<file path="src/dsw_pkg.sv">
// Package with constants and carriers for the drive status word block.
package dsw_pkg;

  // ==========================================================================
  // Status word bit positions
  // ==========================================================================
  localparam int unsigned SB_CTRL_READY = 0;
  localparam int unsigned SB_DRIVE_READY = 1;
  localparam int unsigned SB_ENABLE = 2;
  localparam int unsigned SB_TRIP = 3;
  localparam int unsigned SB_ERROR = 4;
  localparam int unsigned SB_TRIPLOCK = 6;
  localparam int unsigned SB_WARNING = 7;
  localparam int unsigned SB_AT_REF = 8;
  localparam int unsigned SB_BUS_CTRL = 9;
  localparam int unsigned SB_FREQ_OK = 10;
  localparam int unsigned SB_RUNNING = 11;
  localparam int unsigned SB_AUTO_STOP = 12;
  localparam int unsigned SB_VOLTAGE = 13;
  localparam int unsigned SB_TORQUE = 14;
  localparam int unsigned SB_TIMER = 15;

  // ==========================================================================
  // Widths, scaling and reset values
  // ==========================================================================
  localparam int unsigned WORD_W = 16;
  localparam logic signed [15:0] REF_FULL_SCALE = 16'sh4000;
  localparam logic [15:0] STATUS_RST = 16'h0000;
  localparam logic [15:0] FREQ_RST = 16'h0000;
  localparam int unsigned CTRL_RESET_BIT = 7;

  // ==========================================================================
  // Fault state machine
  // ==========================================================================
  typedef enum logic [1:0] {
    DSW_OK = 2'b00,
    DSW_TRIPPED = 2'b01,
    DSW_LOCKED = 2'b10
  } dsw_fault_e;

  // Live conditions from the drive that feed the status word.
  typedef struct packed {
    logic ctrl_ready;
    logic coast_cmd;
    logic start_cmd;
    logic error_no_trip;
    logic warning;
    logic local_stop;
    logic local_ref_sel;
    logic temp_halt;
    logic dc_low;
    logic dc_high;
    logic over_current;
    logic timer_over;
  } dsw_cond_s;

  // Reset requests from the several sources.
  typedef struct packed {
    logic panel_key;
    logic digital_in;
    logic auto_reset_en;
  } dsw_reset_s;

endpackage : dsw_pkg

</file>
<file path="src/dsw_status.sv">
// Drive status word assembler with trip, trip-lock and scaled frequency word.
//
// Behaviour
// - Bit 01 set when ready while coast command is still applied.
// - Bit 02 zero when motor released to coast, tripped or halted by overtemperature, else one.
// - Bit 03 one while tripped; cleared only by an accepted reset.
// - Bit 04 one while a non-tripping error is reported.
// - Bit 06 one while tripped and locked.
// - Bit 07 one while any warning is active.
// - Bit 08 one when motor speed equals active reference.
// - Bit 09 one when serial control permitted; serial commands ignored otherwise.
// - Bit 10 one while frequency strictly inside low and high limits.
// - Bit 11 one when start present or output frequency not zero.
// - Bit 12 one while halted by temporary overtemperature and not tripped, auto resume.
// - Bit 13 one when DC link voltage too low or too high.
// - Bit 14 one when motor current exceeds configured limit.
// - Bit 15 one when any thermal timer exceeds full scale.
// - All status bits zero when the bus link is lost.
// - Reference is 16-bit relative; 16384 means full scale.
// - Negative references and frequencies are two's complement.
// - Frequency word uses the same scaling as the reference.
// - Warnings follow their cause and need no reset.
// - Alarm stays tripped until reset after cause removed.
// - Trip-lock ignores resets until power cycle, then resettable; here the power-on reset clears the trip outright.
// - Automatic reset applies only to alarms that are not locked.
// - Serial reset is taken only on rising edge of control bit 07.
// - Bit 00 one when control ready, zero when tripped.
module dsw_status
  import dsw_pkg::*;
#(
  parameter int unsigned FREQ_W = 16
) (
  // Clock and reset
  input wire logic clk_in,
  input wire logic arst_n_in,
  // Drive conditions
  input wire dsw_cond_s cond_in,
  input wire dsw_reset_s reset_src_in,
  input wire logic alarm_in,
  input wire logic lock_alarm_in,
  input wire logic link_lost_in,
  // Speed and frequency, relative scaling
  input wire logic signed [FREQ_W-1:0] speed_ref_in,
  input wire logic signed [FREQ_W-1:0] out_freq_in,
  input wire logic signed [FREQ_W-1:0] freq_low_limit_in,
  input wire logic signed [FREQ_W-1:0] freq_high_limit_in,
  // Serial control word
  input wire logic [WORD_W-1:0] ctrl_word_in,
  input wire logic ctrl_word_valid_in,
  // Status outputs
  output logic [WORD_W-1:0] drive_status_word_out,
  output logic signed [FREQ_W-1:0] actual_output_frequency_out,
  output logic bus_ctrl_ok_out,
  output logic signed [FREQ_W-1:0] bus_speed_ref_out
);

  // ==========================================================================
  // Serial control gating and reset edge
  // ==========================================================================
  logic bus_ctrl;
  logic ctrl_reset_q;
  logic serial_reset;
  logic any_reset;
  logic tripped;
  logic locked;

  assign bus_ctrl = !(cond_in.local_stop || cond_in.local_ref_sel);

  always_ff @(posedge clk_in or negedge arst_n_in) begin
    if (!arst_n_in) begin
      ctrl_reset_q <= 1'b0;
    end else begin
      ctrl_reset_q <= ctrl_word_in[CTRL_RESET_BIT];
    end
  end

  // A steady high level must not keep resetting a fresh trip.
  assign serial_reset = bus_ctrl && ctrl_word_valid_in && ctrl_word_in[CTRL_RESET_BIT]
                        && !ctrl_reset_q;

  assign any_reset = serial_reset || reset_src_in.panel_key || reset_src_in.digital_in;

  // Bus reference is passed on only while the serial link may control.
  always_ff @(posedge clk_in or negedge arst_n_in) begin
    if (!arst_n_in) begin
      bus_speed_ref_out <= '0;
    end else if (bus_ctrl && ctrl_word_valid_in) begin
      bus_speed_ref_out <= speed_ref_in;
    end
  end

  // ==========================================================================
  // Fault state
  // ==========================================================================
  // The lock survives any reset request; only the power-on reset
  // (arst_n_in) leaves it, going straight to DSW_OK with no alarm reset needed.
  dsw_fault_e fault_q;

  always_ff @(posedge clk_in or negedge arst_n_in) begin
    if (!arst_n_in) begin
      fault_q <= DSW_OK;
    end else begin
      unique case (fault_q)
        DSW_OK: begin
          if (lock_alarm_in) begin
            fault_q <= DSW_LOCKED;
          end else if (alarm_in) begin
            fault_q <= DSW_TRIPPED;
          end
        end
        DSW_TRIPPED: begin
          if (lock_alarm_in) begin
            fault_q <= DSW_LOCKED;
          end else if (!alarm_in && (any_reset || reset_src_in.auto_reset_en)) begin
            fault_q <= DSW_OK;
          end
        end
        DSW_LOCKED: begin
          fault_q <= DSW_LOCKED;
        end
        default: begin
          fault_q <= DSW_LOCKED;
        end
      endcase
    end
  end

  assign tripped = (fault_q != DSW_OK);
  assign locked = (fault_q == DSW_LOCKED);

  // ==========================================================================
  // Status word assembly
  // ==========================================================================
  logic [WORD_W-1:0] status_d;
  logic [WORD_W-1:0] status_q;
  logic signed [FREQ_W-1:0] freq_q;

  always_comb begin
    status_d = STATUS_RST;
    status_d[SB_CTRL_READY] = cond_in.ctrl_ready && !tripped;
    status_d[SB_DRIVE_READY] = cond_in.ctrl_ready && !tripped && cond_in.coast_cmd;
    status_d[SB_ENABLE] = !cond_in.coast_cmd && !tripped && !cond_in.temp_halt;
    status_d[SB_TRIP] = tripped;
    status_d[SB_ERROR] = cond_in.error_no_trip;
    status_d[SB_TRIPLOCK] = locked;
    status_d[SB_WARNING] = cond_in.warning;
    status_d[SB_AT_REF] = (out_freq_in == speed_ref_in);
    status_d[SB_BUS_CTRL] = bus_ctrl;
    status_d[SB_FREQ_OK] = (out_freq_in > freq_low_limit_in)
                           && (out_freq_in < freq_high_limit_in);
    status_d[SB_RUNNING] = cond_in.start_cmd || (out_freq_in != '0);
    status_d[SB_AUTO_STOP] = cond_in.temp_halt && !tripped;
    status_d[SB_VOLTAGE] = cond_in.dc_low || cond_in.dc_high;
    status_d[SB_TORQUE] = cond_in.over_current;
    status_d[SB_TIMER] = cond_in.timer_over;
    if (link_lost_in) begin
      status_d = STATUS_RST;
    end
  end

  always_ff @(posedge clk_in or negedge arst_n_in) begin
    if (!arst_n_in) begin
      status_q <= STATUS_RST;
    end else begin
      status_q <= status_d;
    end
  end

  // Frequency is already in reference units, so it is only registered.
  always_ff @(posedge clk_in or negedge arst_n_in) begin
    if (!arst_n_in) begin
      freq_q <= FREQ_W'(FREQ_RST);
    end else begin
      freq_q <= out_freq_in;
    end
  end

  assign drive_status_word_out = status_q;
  assign actual_output_frequency_out = freq_q;
  assign bus_ctrl_ok_out = bus_ctrl;

endmodule : dsw_status

</file>
<file path="config.mk">
export PLATFORM = sky130hd
export DESIGN_NAME = dsw_status
export DESIGN_NICKNAME = d
export VERILOG_FILES = /design/src/dsw_pkg.sv /design/src/dsw_status.sv
export SDC_FILE = /design/constraint.sdc
export NUM_CORES = 1
export LEC_CHECK = 0
export ABC_AREA = 1
export BUFFER_PORTS_ARGS = -buffer_cell sky130_fd_sc_hd__buf_2
export CAP_MARGIN = 5
export CELL_PAD_IN_SITES_DETAIL_PLACEMENT = 2
export CELL_PAD_IN_SITES_GLOBAL_PLACEMENT = 2
export CORE_MARGIN = 2
export CORE_UTILIZATION = 26
export DETAILED_ROUTE_END_ITERATION = 10
export GPL_ROUTABILITY_DRIVEN = 0
export PLACE_DENSITY = 0.95
export SLEW_MARGIN = 10
export SYNTH_ARGS = -nofsm -noshare
export SYNTH_HDL_FRONTEND = slang
export SYNTH_SLANG_ARGS = --single-unit
</file>
<file path="constraint.sdc">
create_clock -name clk_in -period 3 [get_ports clk_in]
set_clock_uncertainty 0.15 [all_clocks]
set_input_delay 0.3 -clock clk_in [delete_from_list [all_inputs] [get_ports clk_in]]
set_output_delay 0.3 -clock clk_in [all_outputs]
set_load 0.02 [all_outputs]
</file>
# Word-level counts from Yosys, hierarchy flattened
# Cells that the tools add are included.
[word_totals] regBits=51 wordCells=44 in_bits=101 output_inout_bits=49
[classes] n_reduce_logical=26 order_cmp=2 muxes=6 n_eq_ne=5
[ops] cell="$eq A16 B16 Y1" n=1
[ops] cell="$gt A16 B16 Y1" n=1
[ops] cell="$lt A16 B16 Y1" n=1
[ops] cell="$mux W16" n=1
[ops] cell="$reduce_bool A16 Y1" n=1
[ops] cell="$logic_and A1 B1 Y1" n=10
[ops] cell="$mux W2" n=4
[ops] cell="$logic_not A1 Y1" n=6
[ops] cell="$logic_or A1 B1 Y1" n=6
[ops] cell="$ne A3 B3 Y1 const B" n=2
[ops] cell="$pmux W2 S2" n=1
[ops] cell="$eq A2 B1 Y1 const B" n=1
[ops] cell="$eq A2 B2 Y1 const B" n=1
[ops] cell="$logic_not A2 Y1" n=1
[ops] cell="$reduce_and A2 Y1" n=1
[ops] cell="$reduce_bool A2 Y1" n=1

# Depth between registers and ports, before layout
[logic_depth] ltp_word=12 depth_mapped=13

# Worst setup path after synthesis
# OpenSTA, ideal clock, no wires.
[synth_timing] path_kind="input to register" from="in freq_low_limit_in[15]" to="reg status_q[10] (netlist: drive_status_word_out[10])" setup_time_ns=0.071 slack_ns=1.481 path_stages=12 arrival_time_ns=1.298 t_required_ns=2.779 path_cell_list="inv_1 -> ha_1 -> nand2_2 -> nor2_4 -> nand2_2 -> nor2_4 -> nand2_2 -> nand2_1 -> nor2_1 -> nand2_1 -> nand3_1 -> nor2_1"
[synth_between] elab_chain_cells=3
[synth_lines] item="start, declared" line_no="dsw_status.sv:45" rtl="input wire logic signed [FREQ_W-1:0] freq_low_limit_in,"
[synth_lines] item="$gt A16 B16 Y1" line_no="dsw_status.sv:149" rtl="status_d[SB_FREQ_OK] = (out_freq_in > freq_low_limit_in)"
[synth_lines] item="$logic_and A1 B1 Y1" line_no="dsw_status.sv:150" rtl="&& (out_freq_in < freq_high_limit_in);"
[synth_lines] item="$mux W16" line_no="dsw_status.sv:156" rtl="if (link_lost_in) begin"
[synth_lines] item="via status_d[10]" line_no="dsw_status.sv:134" rtl="logic [WORD_W-1:0] status_d;"
[synth_lines] item="end signal, assigned" line_no="dsw_status.sv:165" rtl="status_q <= status_d;"
[synth_lines] item="end, declared" line_no="dsw_status.sv:135" rtl="logic [WORD_W-1:0] status_q;"
# The timed path passes the listed nets, and every way through them passes these cells.
# A chain may end at the register's enable or synchronous reset.

# Worst setup path after layout
[layout_timing] from="in cond_in[6] in the netlist's numbering" to="reg fault_q[0]"
[layout_between] elab_chain_cells=11
[layout_lines] item="start, declared" line_no="dsw_status.sv:37" rtl="input wire dsw_cond_s cond_in,"
[layout_lines] item="$logic_or A1 B1 Y1" line_no="dsw_status.sv:67" rtl="assign bus_ctrl = !(cond_in.local_stop || cond_in.local_ref_sel);"
[layout_lines] item="$logic_not A1 Y1" line_no="dsw_status.sv:67"
[layout_lines] item="$logic_and A1 B1 Y1 (2 in series)" line_no="dsw_status.sv:78" rtl="assign serial_reset = bus_ctrl && ctrl_word_valid_in && ctrl_word_in[CTRL_RESET_BIT]"
[layout_lines] item="$logic_and A1 B1 Y1" line_no="dsw_status.sv:79" rtl="&& !ctrl_reset_q;"
[layout_lines] item="$logic_or A1 B1 Y1 (2 in series)" line_no="dsw_status.sv:81" rtl="assign any_reset = serial_reset || reset_src_in.panel_key || reset_src_in.digital_in;"
[layout_lines] item="$logic_or A1 B1 Y1" line_no="dsw_status.sv:114" rtl="end else if (!alarm_in && (any_reset || reset_src_in.auto_reset_en)) begin"
[layout_lines] item="$logic_and A1 B1 Y1" line_no="dsw_status.sv:114"
[layout_lines] item="$ne A3 B3 Y1 (no line)"
[layout_lines] item="$reduce_and A2 Y1 (no line)"
[layout_lines] item="end signal, assigned" line_no="dsw_status.sv:113" rtl="fault_q <= DSW_LOCKED;"
[layout_lines] item="end signal, assigned" line_no="dsw_status.sv:115" rtl="fault_q <= DSW_OK;"
[layout_lines] item="end signal, assigned" line_no="dsw_status.sv:119" rtl="fault_q <= DSW_LOCKED;"
[layout_lines] item="end, declared" line_no="dsw_status.sv:97" rtl="dsw_fault_e fault_q;"
# No other way between the ends.

==> results.md <==
* CP Launch Type: input port
* Net Sw Frac at 32.2%
* Share of cells above drive strength 1 at 33.2%
* Rows at 37
* Combinational Power Share at 27.5%
* Synth top cells by count: nand2_1 (81), inv_1 (61), dfrtp_1 (50), ha_1 (31), nor2_1 (18)
* Clock power frac at 24.9%
* Final setup violation count at 0
* Root Buffer: clkbuf_8
* Wirelength per Cell at roughly 16 um
* Dpl cells at between 500 and 600
* Port buffer count at 133
* Non-filler cells, final at 606
* Final Core Density at 36.0%
* Largest cells by area after synthesis: dfrtp_1 (45%), ha_1 (14%), nand2_1 (11%), inv_1 (8.3%), nor2_1 (2.4%)
* Synth cell types at 31
* Routed vias/inst at 4.44
* Asr flop ratio synth at 100%
* EDFF count, synth at 0
* Synth area leader: dfrtp_1
* PostCTS Resize Cnt at 0
* FF+latch area at 1250 um^2
* FF+latch count, synth at 50
* Clk pin slew, worst setup/hold paths at 90 ps
* H-tree depth at 2
* Largest net degree at the start of global routing at 51
* Max FO, Critical Path at 26
* # DRC at 0
* Leak pwr at around 2.2 nW
* Most used DFF post-synth: dfrtp_1
* Core Area at 10300 um^2
* Cell Area, Synth at 2760 um^2
* Setup TNS at 0 ps
* Die Width at 107 um
* Syn Area/Cell at 8.40 um^2
* Initial Utilization at around 27%
* Crit end category: flop
* Synth top area share at a little under half
* Post-CTS setup buffer count at 0
* Switching Power at 0.507 mW
* Vias in the first global route at 3036
* Mapped Cells at 329
* Die Y at about 110 um
* # IOs at 150
* Status: finished, final reports clean
* Sequential Power Share at 47.7%
* Clk buf depth at 2
* Fin crit share at 60.7%
* Post-DP HPWL at 8000 um
* Maxcap violations at 0
* First-pass GRT wire length at 14900 um
* Gr usage total at 16.9%
* Seq/Total Area, Yosys at 45.3%
* Ys Warns at 0
* Area Overhead vs Synth at 34.6%
* Multi-input gate area at around 1200 um^2
* WP data required at 3040 ps
* CTS tree: done
* Worst Tran Pin Value at 635 ps
* Ant diodes at 0
* Synth Net Count at 461
* Fin crit period at 1820 ps
* Pwr dens at 423 nW/um^2
* Post-Place Worst Slack at 1070 ps
* Die ar. at around 11000 um^2
* CTS buffer count at 5
* Fmax at 549 MHz
* Worst min path class: in2reg
* Drt pass-1 iters at 4
* Final ANT Viol Nets at 0
* Layout net count at between 600 and 700
* Critical path arrival at 1860 ps
* Clk_lat worst skew at 310 ps
* Vias at 2691
* Max Slew Vio Count at 0
* Initial antenna violation count at 0
* RSZ-0062 raised after global routing: false
* Maximum VDD drop at 165 uV
* Fillers at 1253
* 1st-iter DRT viols at 44
* Setup WS post-layout at 1180 ps
* Count leader, synth: nand2_1
* Crit Path Category: in2reg
* Final Hold Fails at 0
* Sink Count at 50
* Total wire length at 9410 um
* Internal power at 1.07 mW
* Slew HR at 57.7%
* Grt ovf at 0
* CTS Hold Bufs at 3
[power by group through the flow]
| stage | logic [mW] | clock network (mW) | registers [mW] |
|---|---|---|---|
| final | 0.432 | 0.391 | 0.750 |
| after global routing | 0.487 | 0.438 | 0.757 |
| after CTS | 0.440 | 0.412 | 0.751 |
| after detailed placement | 0.436 | 0 | 0.765 |
| after global placement | 0.409 | 0 | 0.761 |
| after floorplan | 0.160 | 0 | 0.831 |
[metrics by stage]
step                hold slack (ps)  area (um^2)  power, mW
floorplan                      -146         2760      0.991
global placement                272         3580       1.17
detailed placement              284         3580       1.20
CTS                            4.58         3690       1.60
global route                   1.19         3720       1.68
finish                         20.5         3720       1.57
[registers in the layout (all words and copies together), names as in the netlist]
register and cells:
actual_output_frequency_out 16, bus_speed_ref_out 16, drive_status_word_out 15, fault_q 2
ctrl_reset_q 1
[cells by family after synthesis]
kind of cell	Yosys count	share of synthesized area, %
AO/OA/AOI/OAI	35	6.75
other	1	0.136
buffers and inverters	74	10.4
AND/OR/NAND/NOR	131	21.1
adder cells (fa/ha/maj)	31	14.0
flip-flops	50	45.3
XOR/XNOR	7	2.22
[final timing paths]
check	slack [ps]	end	depth (start not counted)	from
min	20	actual_output_frequency_out[0]	1	out_freq_in[0]
max	1180	fault_q[0]	9	cond_in[6]
max in group asynchronous	1870	drive_status_word_out[15]	2	arst_n_in
min reg2reg	330	drive_status_word_out[6]	1	fault_q[0]
max reg2reg	1900	drive_status_word_out[1]	3	fault_q[0]
min in group asynchronous	410	drive_status_word_out[2]	2	arst_n_in
[layout make-up]
type                       count  share of cell area [%]
multi-input combinational    205                    32.9
tap                          136                    4.58
sequential                    50                    33.7
clock buffer                   6                    2.22
inverter                      70                    7.10
timing repair buffer         139                    19.5
[layer usage]
metal / track usage [%] / vias up / share of wire [%]
li1: - / 1301 / -
met1: 18.0 / 1300 / 38
met2: 33.3 / 81 / 55
met3: 3.83 / 9 / 5.2
met4: 3.90 / 0 / 1.1
met5: 0 / - / 0
[placed cells by master, fill, tap and decap left out, drive strengths merged, types with 2 or more instances in the layout]
cell	synthesis	layout
a21oi	12	12
buf	3	134
clkbuf	1	6
dfrtp	50	50
dlygate4sd3	0	5
ha	31	31
inv	69	69
nand2	85	85
nand3	6	6
nand4	2	2
nor2	20	20
nor3	7	7
nor3b	2	2
nor4	5	5
o21ai	16	16
o22ai	4	4
or2	2	2
xor2	7	7
[worst max-delay path, stage by stage]
cell           delay, ps
dlygate4sd3_1        530
buf_2                130
nor2_1               130
nand2_1               80
buf_4                220
inv_2                160
nand2_1               80
o21ai_1              140
a21oi_1               90
Note: power is estimated with default switching activity, not from simulation.
